<file path="config.mk">
export PLATFORM = sky130hd
export DESIGN_NAME = pcs_program_flow
export DESIGN_NICKNAME = d
export VERILOG_FILES = /design/src/rtl/pcs_pkg.sv /design/src/rtl/pcs_return_stack.sv /design/src/rtl/pcs_indirect_port.sv /design/src/rtl/pcs_program_flow.sv
export SDC_FILE = /design/constraint.sdc
export NUM_CORES = 1
export LEC_CHECK = 0
export ABC_CLOCK_PERIOD_IN_PS = 3000
export BUFFER_PORTS_ARGS = -buffer_cell sky130_fd_sc_hd__buf_4
export CORE_MARGIN = 8
export CORE_UTILIZATION = 34
export CTS_CLUSTER_SIZE = 14
export DETAILED_ROUTE_END_ITERATION = 10
export SLEW_MARGIN = 20
export SYNTH_ARGS = -nofsm -noshare
export SYNTH_HDL_FRONTEND = slang
export SYNTH_SLANG_ARGS = --single-unit
</file>
<file path="constraint.sdc">
create_clock -name mclk -period 3 [get_ports mclk]
set_input_delay 0.3 -clock mclk [delete_from_list [all_inputs] [get_ports mclk]]
set_output_delay 0.3 -clock mclk [all_outputs]
set_load 0.01 [all_outputs]
</file>
<file path="src/rtl/pcs_pkg.sv">
// Package of constants for the program counter, return stack and indirect unit
package pcs_pkg;
  localparam int PC_WIDTH = 13;
  localparam int STACK_DEPTH = 8;
  localparam int STACK_PTR_WIDTH = 3;
  localparam int DATA_WIDTH = 8;
  localparam int JUMP_FIELD_WIDTH = 11;
  localparam int IND_ADDR_WIDTH = 9;
  localparam logic [PC_WIDTH-1:0] PC_RESET = 13'h0000;
  localparam logic [STACK_PTR_WIDTH-1:0] SP_RESET = 3'h0;
  localparam logic [DATA_WIDTH-1:0] LATCH_RESET = 8'h00;
  localparam logic [DATA_WIDTH-1:0] POINTER_RESET = 8'h00;
  localparam logic [DATA_WIDTH-1:0] IND_SELF_READ = 8'h00;
  localparam int LATCH_FULL_MSB = 4;
  localparam int LATCH_PAGE_LSB = 3;
  localparam int BANK_BIT_POS = 7;
  // AXI4-Lite register byte offsets
  localparam logic [7:0] REG_PC_LOW = 8'h00;
  localparam logic [7:0] REG_PC_LATCH = 8'h04;
  localparam logic [7:0] REG_POINTER = 8'h08;
  localparam logic [7:0] REG_STATUS = 8'h0C;
  localparam logic [7:0] REG_PC_FULL = 8'h10;
  localparam logic [7:0] REG_IND_ADDR = 8'h14;
  localparam logic [1:0] RESP_OKAY = 2'h0;
  localparam logic [1:0] RESP_SLVERR = 2'h2;
  typedef enum logic [2:0] {
    PCS_OP_NONE, PCS_OP_STEP, PCS_OP_JUMP, PCS_OP_CALL, PCS_OP_INTR, PCS_OP_RETURN
  } pcs_op_type;
endpackage

</file>
<file path="src/rtl/pcs_return_stack.sv">
// Circular return stack with a hidden pointer
`timescale 1ns/10ps
module pcs_return_stack
  import pcs_pkg::*;
#(
  parameter int DEPTH = STACK_DEPTH,
  parameter int PTR_W = STACK_PTR_WIDTH,
  parameter int WIDTH = PC_WIDTH
) (
  // Clock and reset
  input wire logic mclk,
  input wire logic srst,
  // Stack operations
  input wire logic push,
  input wire logic pop,
  input wire logic [WIDTH-1:0] pushData,
  output logic [WIDTH-1:0] topData
);
  logic [WIDTH-1:0] entries [DEPTH];
  logic [PTR_W-1:0] stackPtr;
  logic [PTR_W-1:0] popPtr;

  // Pointer wraps silently, no overflow or underflow flag exists
  assign popPtr = stackPtr - PTR_W'(1); // RQ12 RQ13
  assign topData = entries[popPtr];

  always_ff @(posedge mclk) begin
    if (srst) begin
      stackPtr <= SP_RESET;
    end else if (push) begin
      entries[stackPtr] <= pushData; // RQ7 RQ12
      stackPtr <= stackPtr + PTR_W'(1);
    end else if (pop) begin
      stackPtr <= popPtr; // RQ13
    end
  end
endmodule

</file>
<file path="src/rtl/pcs_indirect_port.sv">
// Indirect data address former and self-reference guard
`timescale 1ns/10ps
module pcs_indirect_port
  import pcs_pkg::*;
(
  // Pointer and bank
  input wire logic [DATA_WIDTH-1:0] filePointer,
  input wire logic bankSelect,
  input wire logic selfAddressed,
  // Data memory side
  input wire logic indRead,
  input wire logic indWrite,
  input wire logic [DATA_WIDTH-1:0] memReadData,
  output logic [IND_ADDR_WIDTH-1:0] memAddr,
  output logic memWrite,
  output logic [DATA_WIDTH-1:0] indReadData
);
  assign memAddr = {bankSelect, filePointer}; // RQ17 RQ18
  // Writing through the port onto itself stores nothing
  assign memWrite = indWrite & ~selfAddressed; // RQ14 RQ16
  assign indReadData = (indRead & ~selfAddressed) ? memReadData : IND_SELF_READ; // RQ15
endmodule

</file>
<file path="src/rtl/pcs_program_flow.sv">
// Program counter, return stack and indirect addressing unit with AXI4-Lite view
//
// Behaviour
// RQ1 - Program counter is thirteen bits wide
// RQ2 - Low byte readable/writable, upper bits via latch
// RQ3 - Any reset clears whole program counter
// RQ4 - Low-byte write loads upper from latch 4:0
// RQ5 - Jump/call takes top two bits from latch 4:3
// RQ6 - Jump/call takes bits 10:0 from instruction
// RQ7 - Eight entry thirteen bit hardware return stack
// RQ8 - Stack pointer hidden from software
// RQ9 - Push on call and interrupt vectoring
// RQ10 - Pop on return, literal return, interrupt return
// RQ11 - Push and pop leave latch unchanged
// RQ12 - Stack wraps circularly, ninth push overwrites first
// RQ13 - No overflow or underflow flags
// RQ14 - Indirect port accesses pointer-selected location
// RQ15 - Self-addressed indirect read returns zero
// RQ16 - Self-addressed indirect write stores nothing
// RQ17 - Nine bit address: bank bit plus pointer
// RQ18 - Bank bit is address most significant bit
`timescale 1ns/10ps
module pcs_program_flow
  import pcs_pkg::*;
#(
  parameter int PCW = PC_WIDTH,
  parameter logic [DATA_WIDTH-1:0] IND_PORT_ADDR = 8'h00
) (
  // Clock and reset
  input wire logic mclk,
  input wire logic srst,
  // Core execution interface
  input wire logic [2:0] coreOp,
  input wire logic [JUMP_FIELD_WIDTH-1:0] jumpTarget,
  input wire logic [PCW-1:0] vectorAddr,
  input wire logic pcLowWrite,
  input wire logic [DATA_WIDTH-1:0] pcLowData,
  input wire logic latchWrite,
  input wire logic [DATA_WIDTH-1:0] latchData,
  input wire logic pointerWrite,
  input wire logic [DATA_WIDTH-1:0] pointerData,
  input wire logic bankWrite,
  input wire logic bankData,
  output logic [PCW-1:0] progCounter,
  // Indirect data port
  input wire logic indRead,
  input wire logic indWrite,
  input wire logic [DATA_WIDTH-1:0] memReadData,
  output logic [IND_ADDR_WIDTH-1:0] memAddr,
  output logic memWrite,
  output logic [DATA_WIDTH-1:0] indReadData,
  // AXI4-Lite write address
  input wire logic [7:0] s_axi_awaddr,
  input wire logic s_axi_awvalid,
  output logic s_axi_awready,
  // AXI4-Lite write data
  input wire logic [31:0] s_axi_wdata,
  input wire logic [3:0] s_axi_wstrb,
  input wire logic s_axi_wvalid,
  output logic s_axi_wready,
  // AXI4-Lite write response
  output logic [1:0] s_axi_bresp,
  output logic s_axi_bvalid,
  input wire logic s_axi_bready,
  // AXI4-Lite read address
  input wire logic [7:0] s_axi_araddr,
  input wire logic s_axi_arvalid,
  output logic s_axi_arready,
  // AXI4-Lite read data
  output logic [31:0] s_axi_rdata,
  output logic [1:0] s_axi_rresp,
  output logic s_axi_rvalid,
  input wire logic s_axi_rready
);
  pcs_op_type op;
  logic [PCW-1:0] pc;
  logic [PCW-1:0] next_pc;
  logic [DATA_WIDTH-1:0] pcLatch;
  logic [DATA_WIDTH-1:0] filePointer;
  logic bankSelect;
  logic [PCW-1:0] stackTop;
  logic push;
  logic pop;
  logic [PCW-1:0] lowWriteTarget;
  logic [PCW-1:0] jumpFull;

  // Write channel holding registers
  logic awHeld;
  logic wHeld;
  logic [7:0] awAddr;
  logic [31:0] wData;
  logic [3:0] wStrb;
  logic [7:0] rAddrSel;
  logic [31:0] next_rdata;
  logic [1:0] next_rresp;
  logic busWrite;
  logic wrHit;
  logic busPcLow;
  logic busLatch;
  logic busPointer;
  logic busStatus;
  logic bDone;
  // One hit per register offset, write side then read side
  logic awPcLow;
  logic awLatch;
  logic awPointer;
  logic awStatus;
  logic awPcFull;
  logic awIndAddr;
  logic arPcLow;
  logic arLatch;
  logic arPointer;
  logic arStatus;
  logic arPcFull;
  logic arIndAddr;
  logic wrLowByte;
  logic rdHit;
  logic swPcLow;
  logic swLatch;
  logic swPointer;
  logic swBank;
  logic [DATA_WIDTH-1:0] swPcLowData;
  logic [DATA_WIDTH-1:0] swLatchData;
  logic [DATA_WIDTH-1:0] swPointerData;
  logic swBankData;
  logic selfAddressed;

  // Codes six and seven fall into the idle branch
  assign op = pcs_op_type'(coreOp);
  assign progCounter = pc; // RQ1

  // Bus write decode, taken only when both halves are held
  assign awPcLow = (awAddr == REG_PC_LOW);
  assign awLatch = (awAddr == REG_PC_LATCH);
  assign awPointer = (awAddr == REG_POINTER);
  assign awStatus = (awAddr == REG_STATUS);
  assign awPcFull = (awAddr == REG_PC_FULL);
  assign awIndAddr = (awAddr == REG_IND_ADDR);
  assign busWrite = awHeld & wHeld & ~s_axi_bvalid;
  // Only byte lane zero carries register bits
  assign wrLowByte = wStrb[0];
  assign busPcLow = busWrite & wrLowByte & awPcLow;
  assign busLatch = busWrite & wrLowByte & awLatch;
  assign busPointer = busWrite & wrLowByte & awPointer;
  assign busStatus = busWrite & wrLowByte & awStatus;
  // Read-only offsets still answer OKAY so software can probe them
  assign wrHit = awPcLow | awLatch | awPointer | awStatus | awPcFull | awIndAddr;

  // Core writes take priority over the bus in the same cycle
  assign swPcLow = pcLowWrite | busPcLow;
  assign swPcLowData = pcLowWrite ? pcLowData : wData[DATA_WIDTH-1:0];
  assign swLatch = latchWrite | busLatch;
  assign swLatchData = latchWrite ? latchData : wData[DATA_WIDTH-1:0];
  assign swPointer = pointerWrite | busPointer;
  assign swPointerData = pointerWrite ? pointerData : wData[DATA_WIDTH-1:0];
  assign swBank = bankWrite | busStatus;
  assign swBankData = bankWrite ? bankData : wData[BANK_BIT_POS];

  // Program counter sources
  assign lowWriteTarget = {pcLatch[LATCH_FULL_MSB:0], swPcLowData}; // RQ2 RQ4
  assign jumpFull = {pcLatch[LATCH_FULL_MSB:LATCH_PAGE_LSB], jumpTarget}; // RQ5 RQ6
  assign push = (op == PCS_OP_CALL) || (op == PCS_OP_INTR); // RQ9
  assign pop = (op == PCS_OP_RETURN); // RQ10

  always_comb begin
    next_pc = pc;
    case (op)
      PCS_OP_STEP: begin
        // Wraps at the top of program space
        next_pc = pc + PCW'(1);
      end
      PCS_OP_JUMP, PCS_OP_CALL: begin
        next_pc = jumpFull; // RQ5 RQ6
      end
      PCS_OP_INTR: begin
        next_pc = vectorAddr;
      end
      PCS_OP_RETURN: begin
        next_pc = stackTop; // RQ10
      end
      default: begin
        next_pc = pc;
      end
    endcase
    // A low-byte write overrides sequencing, as a computed jump
    if (swPcLow) begin
      next_pc = lowWriteTarget; // RQ4
    end
  end

  // Every reset source arrives here as srst
  always_ff @(posedge mclk) begin
    if (srst) begin
      pc <= PC_RESET; // RQ3
    end else begin
      pc <= next_pc;
    end
  end

  // Latch is only touched by explicit writes, never by stack traffic
  always_ff @(posedge mclk) begin
    if (srst) begin
      pcLatch <= LATCH_RESET;
    end else if (swLatch) begin
      pcLatch <= swLatchData; // RQ11
    end
  end

  always_ff @(posedge mclk) begin
    if (srst) begin
      filePointer <= POINTER_RESET;
    end else if (swPointer) begin
      filePointer <= swPointerData; // RQ14
    end
  end

  // Bank bit lives in the status view at a fixed position
  always_ff @(posedge mclk) begin
    if (srst) begin
      bankSelect <= 1'b0;
    end else if (swBank) begin
      bankSelect <= swBankData; // RQ17
    end
  end

  // Return address pushed is the current counter value, not incremented first
  pcs_return_stack #(
    .DEPTH(STACK_DEPTH),
    .PTR_W(STACK_PTR_WIDTH),
    .WIDTH(PCW)
  ) u_stack (
    .mclk(mclk),
    .srst(srst),
    .push(push), // RQ8 RQ9
    .pop(pop & ~push),
    .pushData(pc),
    .topData(stackTop)
  );

  // Only bank zero holds the port's own address
  assign selfAddressed = (bankSelect == 1'b0) && (filePointer == IND_PORT_ADDR);

  pcs_indirect_port u_ind (
    .filePointer(filePointer),
    .bankSelect(bankSelect), // RQ17
    .selfAddressed(selfAddressed), // RQ15 RQ16
    .indRead(indRead),
    .indWrite(indWrite),
    .memReadData(memReadData),
    .memAddr(memAddr), // RQ14
    .memWrite(memWrite),
    .indReadData(indReadData)
  );

  // AXI4-Lite write path; address and data accepted in either order
  assign s_axi_awready = ~awHeld;
  assign s_axi_wready = ~wHeld;
  // Both halves stay held until the response is taken, so one write at a time
  assign bDone = s_axi_bvalid & s_axi_bready;

  always_ff @(posedge mclk) begin
    if (srst) begin
      awHeld <= 1'b0;
      awAddr <= 8'h00;
    end else if (s_axi_awvalid && !awHeld) begin
      awHeld <= 1'b1;
      awAddr <= s_axi_awaddr;
    end else if (bDone) begin
      awHeld <= 1'b0;
    end
  end

  always_ff @(posedge mclk) begin
    if (srst) begin
      wHeld <= 1'b0;
      wData <= 32'h00000000;
      wStrb <= 4'h0;
    end else if (s_axi_wvalid && !wHeld) begin
      wHeld <= 1'b1;
      wData <= s_axi_wdata;
      wStrb <= s_axi_wstrb;
    end else if (bDone) begin
      wHeld <= 1'b0;
    end
  end

  always_ff @(posedge mclk) begin
    if (srst) begin
      s_axi_bvalid <= 1'b0;
      s_axi_bresp <= RESP_OKAY;
    end else if (busWrite) begin
      s_axi_bvalid <= 1'b1;
      s_axi_bresp <= wrHit ? RESP_OKAY : RESP_SLVERR;
    end else if (bDone) begin
      s_axi_bvalid <= 1'b0;
    end
  end

  // AXI4-Lite read path; the stack pointer has no address at all
  assign s_axi_arready = ~s_axi_rvalid;
  assign rAddrSel = s_axi_araddr;
  assign arPcLow = (rAddrSel == REG_PC_LOW);
  assign arLatch = (rAddrSel == REG_PC_LATCH);
  assign arPointer = (rAddrSel == REG_POINTER);
  assign arStatus = (rAddrSel == REG_STATUS);
  assign arPcFull = (rAddrSel == REG_PC_FULL);
  assign arIndAddr = (rAddrSel == REG_IND_ADDR);
  assign rdHit = arPcLow | arLatch | arPointer | arStatus | arPcFull | arIndAddr;
  assign next_rresp = rdHit ? RESP_OKAY : RESP_SLVERR;

  // Unmapped offsets read zero; no offset reaches the stack pointer
  always_comb begin
    next_rdata = 32'h00000000; // RQ8
    if (arPcLow) begin
      next_rdata = {24'h000000, pc[DATA_WIDTH-1:0]}; // RQ2
    end else if (arLatch) begin
      next_rdata = {24'h000000, pcLatch};
    end else if (arPointer) begin
      next_rdata = {24'h000000, filePointer};
    end else if (arStatus) begin
      next_rdata = {24'h000000, bankSelect, 7'h00};
    end else if (arPcFull) begin
      next_rdata = {19'h0, pc};
    end else if (arIndAddr) begin
      next_rdata = {23'h0, memAddr};
    end
  end

  always_ff @(posedge mclk) begin
    if (srst) begin
      s_axi_rvalid <= 1'b0;
      s_axi_rdata <= 32'h00000000;
      s_axi_rresp <= RESP_OKAY;
    end else if (s_axi_arvalid && !s_axi_rvalid) begin
      s_axi_rvalid <= 1'b1;
      s_axi_rdata <= next_rdata;
      s_axi_rresp <= next_rresp;
    end else if (s_axi_rvalid && s_axi_rready) begin
      s_axi_rvalid <= 1'b0;
    end
  end
endmodule

</file>
==> run summary <==
Initial antenna violation count: 0
Combinational share of power: 14.5%
Fraction of layout cells with a size suffix above 1: 30.41%
Mapped cell area: 7953 sq um
Crit share post-route: 88.91%
Most used DFF post-synth: edfxtp_1
Num rows: 56
Final GP Congestion: 0.8441
Leading cell type in the layout, fill and taps excluded: buf_4
Clock-pin transition on the worst setup and hold timing paths: 0.07 ns
Num CTS Buffers: 17
First drt pass iteration count: 5
Peak supply drop: 325.9 uV
First-pass GRT wire length: 35.56 mm
Switching power: 1.459 mW
Reg2reg setup slack: 0.33 ns
Die W: 168.9 microns
Largest net degree at the start of global routing: 38
Crit-path max FO: 10
Hold_buf cts: 0
Setup crit start kind: flop
Clock sink count: 173
CP Capture Type: flop
Critical path arrival: 2.99 ns
Yosys reg bits: 173
DRC: 0
# IOs: 197
Switching part of the total power: 25.49%
Slew Limit Fails: 0
Leading cell types in the layout, fill and taps excluded: buf_4, edfxtp_1, nand2_1, dfxtp_1, a21oi_1
IO buf count: 148
PwrDens: 567.5 nW/um^2
Clock Tree Buf Depth: 2
HP Class: in2reg
Slew Limit Headroom: 47.92%
Vias: 5962
WS Path Type: reg2reg
CTS Root Cell: clkbuf_16
Post-synth EDFFs: 104
Final TNS setup: 0 ns
Routed Antenna Nets: 0
Setup bufs post-CTS: 0
Worst-Margin Slew: 0.7813 ns
CTS tree: done
Total GRT Usage: 16.59%
Leakage power: 3.874 nW
Hold Violations, Final: 0
Ant. Diodes: 0
Core Box Area: 23190 sq um
Detailed Place HPWL: 17.65 mm
Htree depth: 4
Die height: 168.9 microns
Yosys cell types: 55
FFs w/ async S/R, synth: 0%
Congestion Overflow GR: 0
Vias in the first global route: 5963
Initial core utilization: 34.29%
FF-to-FF Start: u_stack.stackPtr[1]
Fin Hold WS: 0.04184 ns
WL/cell: 20.18 microns
Syn. warnings: 0
Fin crit period: 2.667 ns
Sequential power share: 46.9%
Syn Area/Cell: 11.71 sq um
DRT iter0 DRCs: 416
Crit path required time: 3.33 ns
Via-to-Cell Ratio: 5.078
Internal power: 4.266 mW
Max Cap Viol: 0
Gates resized, CTS repair: 0
Clk pwr share: 38.5%
Max Clk Rate: 0.3749 GHz
Detailed Route WL: 23.69 mm
Register area share after synthesis: 56.64%
Clock latency on the worst-skew pair: 0.44 ns
Die area: 28540 sq um
Nets: 970
Clock Skew: 0.01363 ns
Crit path launch: u_stack.stackPtr[1]
Mapped Cells: 679
Area growth syn-to-layout: 26.86%
Worst Hold Launch: s_axi_rready
Status: finished, final reports clean
Final setup fails: 0
RSZ-0062 raised after global routing: false
[per-stage QoR]
stage | power, mW | setup slack [ns] | std cells | cell area, sq um | utilization [%]
CTS | 5.771 | 0.3078 | 1174 | 10090 | 43.50
global placement | 3.563 | 0.3616 | 1142 | 9494 | 40.94
floorplan | 3.211 | 0.08524 | 699 | 8028 | -
detailed placement | 3.572 | 0.3375 | 1142 | 9494 | 40.94
global route | 5.933 | 0.1928 | 1174 | 10090 | 43.50
finish | 5.725 | 0.3328 | 1174 | 10090 | 43.50
[state kept, by name (all words and copies together) (netlist names)]
signal            flops
s_axi_bvalid          1
s_axi_rresp           1
u_stack.stackPtr      3
pcLatch               8
u_stack.entries     104
wHeld                 1
filePointer           8
progCounter          13
s_axi_rvalid          1
s_axi_bresp           1
awAddr                8
bankSelect            1
s_axi_rdata          13
wStrb                 1
wData                 8
awHeld                1
[layer usage]
layer | wire, microns | share of wire (%) | global-route usage [%] | vias to the layer above
met5 | 0 | 0 | 0 | -
li1 | - | - | - | 2833
met1 | 10810 | 46 | 22.05 | 2871
met3 | 1839 | 7.8 | 5.241 | 17
met4 | 237 | 1.0 | 4.193 | 0
met2 | 10800 | 46 | 25.81 | 241
[power groups by stage]
stage | clock, mW | combinational (mW) | sequential (mW)
after floorplan | 0 | 0.465 | 2.75
after global placement | 0 | 0.826 | 2.74
after detailed placement | 0 | 0.834 | 2.74
after CTS | 2.25 | 0.837 | 2.69
after global routing | 2.34 | 0.902 | 2.70
final | 2.21 | 0.832 | 2.69
[area by class of cell]
type	instances	area, sq um
multi-input combinational	455	3169
timing repair buffer	180	1364
clock buffer	21	493.0
sequential	173	4506
inverter	15	56.30
tap	319	399.1
clock inverter	11	101.3
fill	2215	13100
[worst max-delay path, cell delays in order, from the launching register on]
cell,delay (ns)
dfxtp_1,0.48
inv_1,0.13
ha_1,0.58
mux4_2,0.37
a222oi_1,0.44
o211ai_1,0.23
a21oi_1,0.24
o21ai_1,0.08
[worst paths after layout]
check / to / cells after the start
max: progCounter[6] / 7
min: s_axi_rvalid / 2
max reg2reg: progCounter[6] / 7
min reg2reg: wStrb[0] / 2
[cells in the mapped netlist, types with 2 or more instances]
master	instances	area share (%)
buf_1	7	0.33
a31oi_1	3	0.24
xnor2_1	11	1.2
edfxtp_1	104	39
a222oi_1	5	0.63
ha_1	3	0.47
and3_1	12	0.94
o21ai_1	5	0.31
nor3b_1	5	0.47
nand4_1	2	0.16
buf_4	23	2.2
nor2b_1	10	0.79
o2bb2ai_1	7	0.77
mux4_2	26	7.4
a22oi_1	11	1.0
nor3_1	14	0.88
or3_1	7	0.55
o22ai_1	2	0.16
and2_1	4	0.31
clkbuf_1	20	0.94
a221oi_1	6	0.66
nor2_1	48	2.3
nand3b_1	2	0.19
a221o_1	2	0.25
buf_2	6	0.38
nand2b_1	3	0.24
a211oi_1	3	0.28
nand3_1	13	0.82
a211o_1	4	0.44
dfxtp_1	69	17
a22o_1	3	0.33
o21ai_0	27	1.7
inv_1	14	0.66
nand2_1	74	3.5
o211ai_1	7	0.66
nor4_1	4	0.31
nor4_2	2	0.31
mux2_2	18	2.5
a21oi_1	53	3.3
and3b_1	2	0.22
mux2i_1	24	3.0
[cells by family (layout without fill, tap and decap cells)]
family,count (synthesis),in the layout,synth area share [%]
and+or+nand+nor,207,207,12.52
other,1,21,0.04715
DFF,173,173,56.64
adders and majority gates,3,3,0.4720
AOI/OAI and AO/OA,144,144,11.53
buffers and inverters,71,227,4.531
muxes,68,68,12.93
xor gates and xnor gates,12,12,1.322
Note: power is estimated with default switching activity, not from simulation.
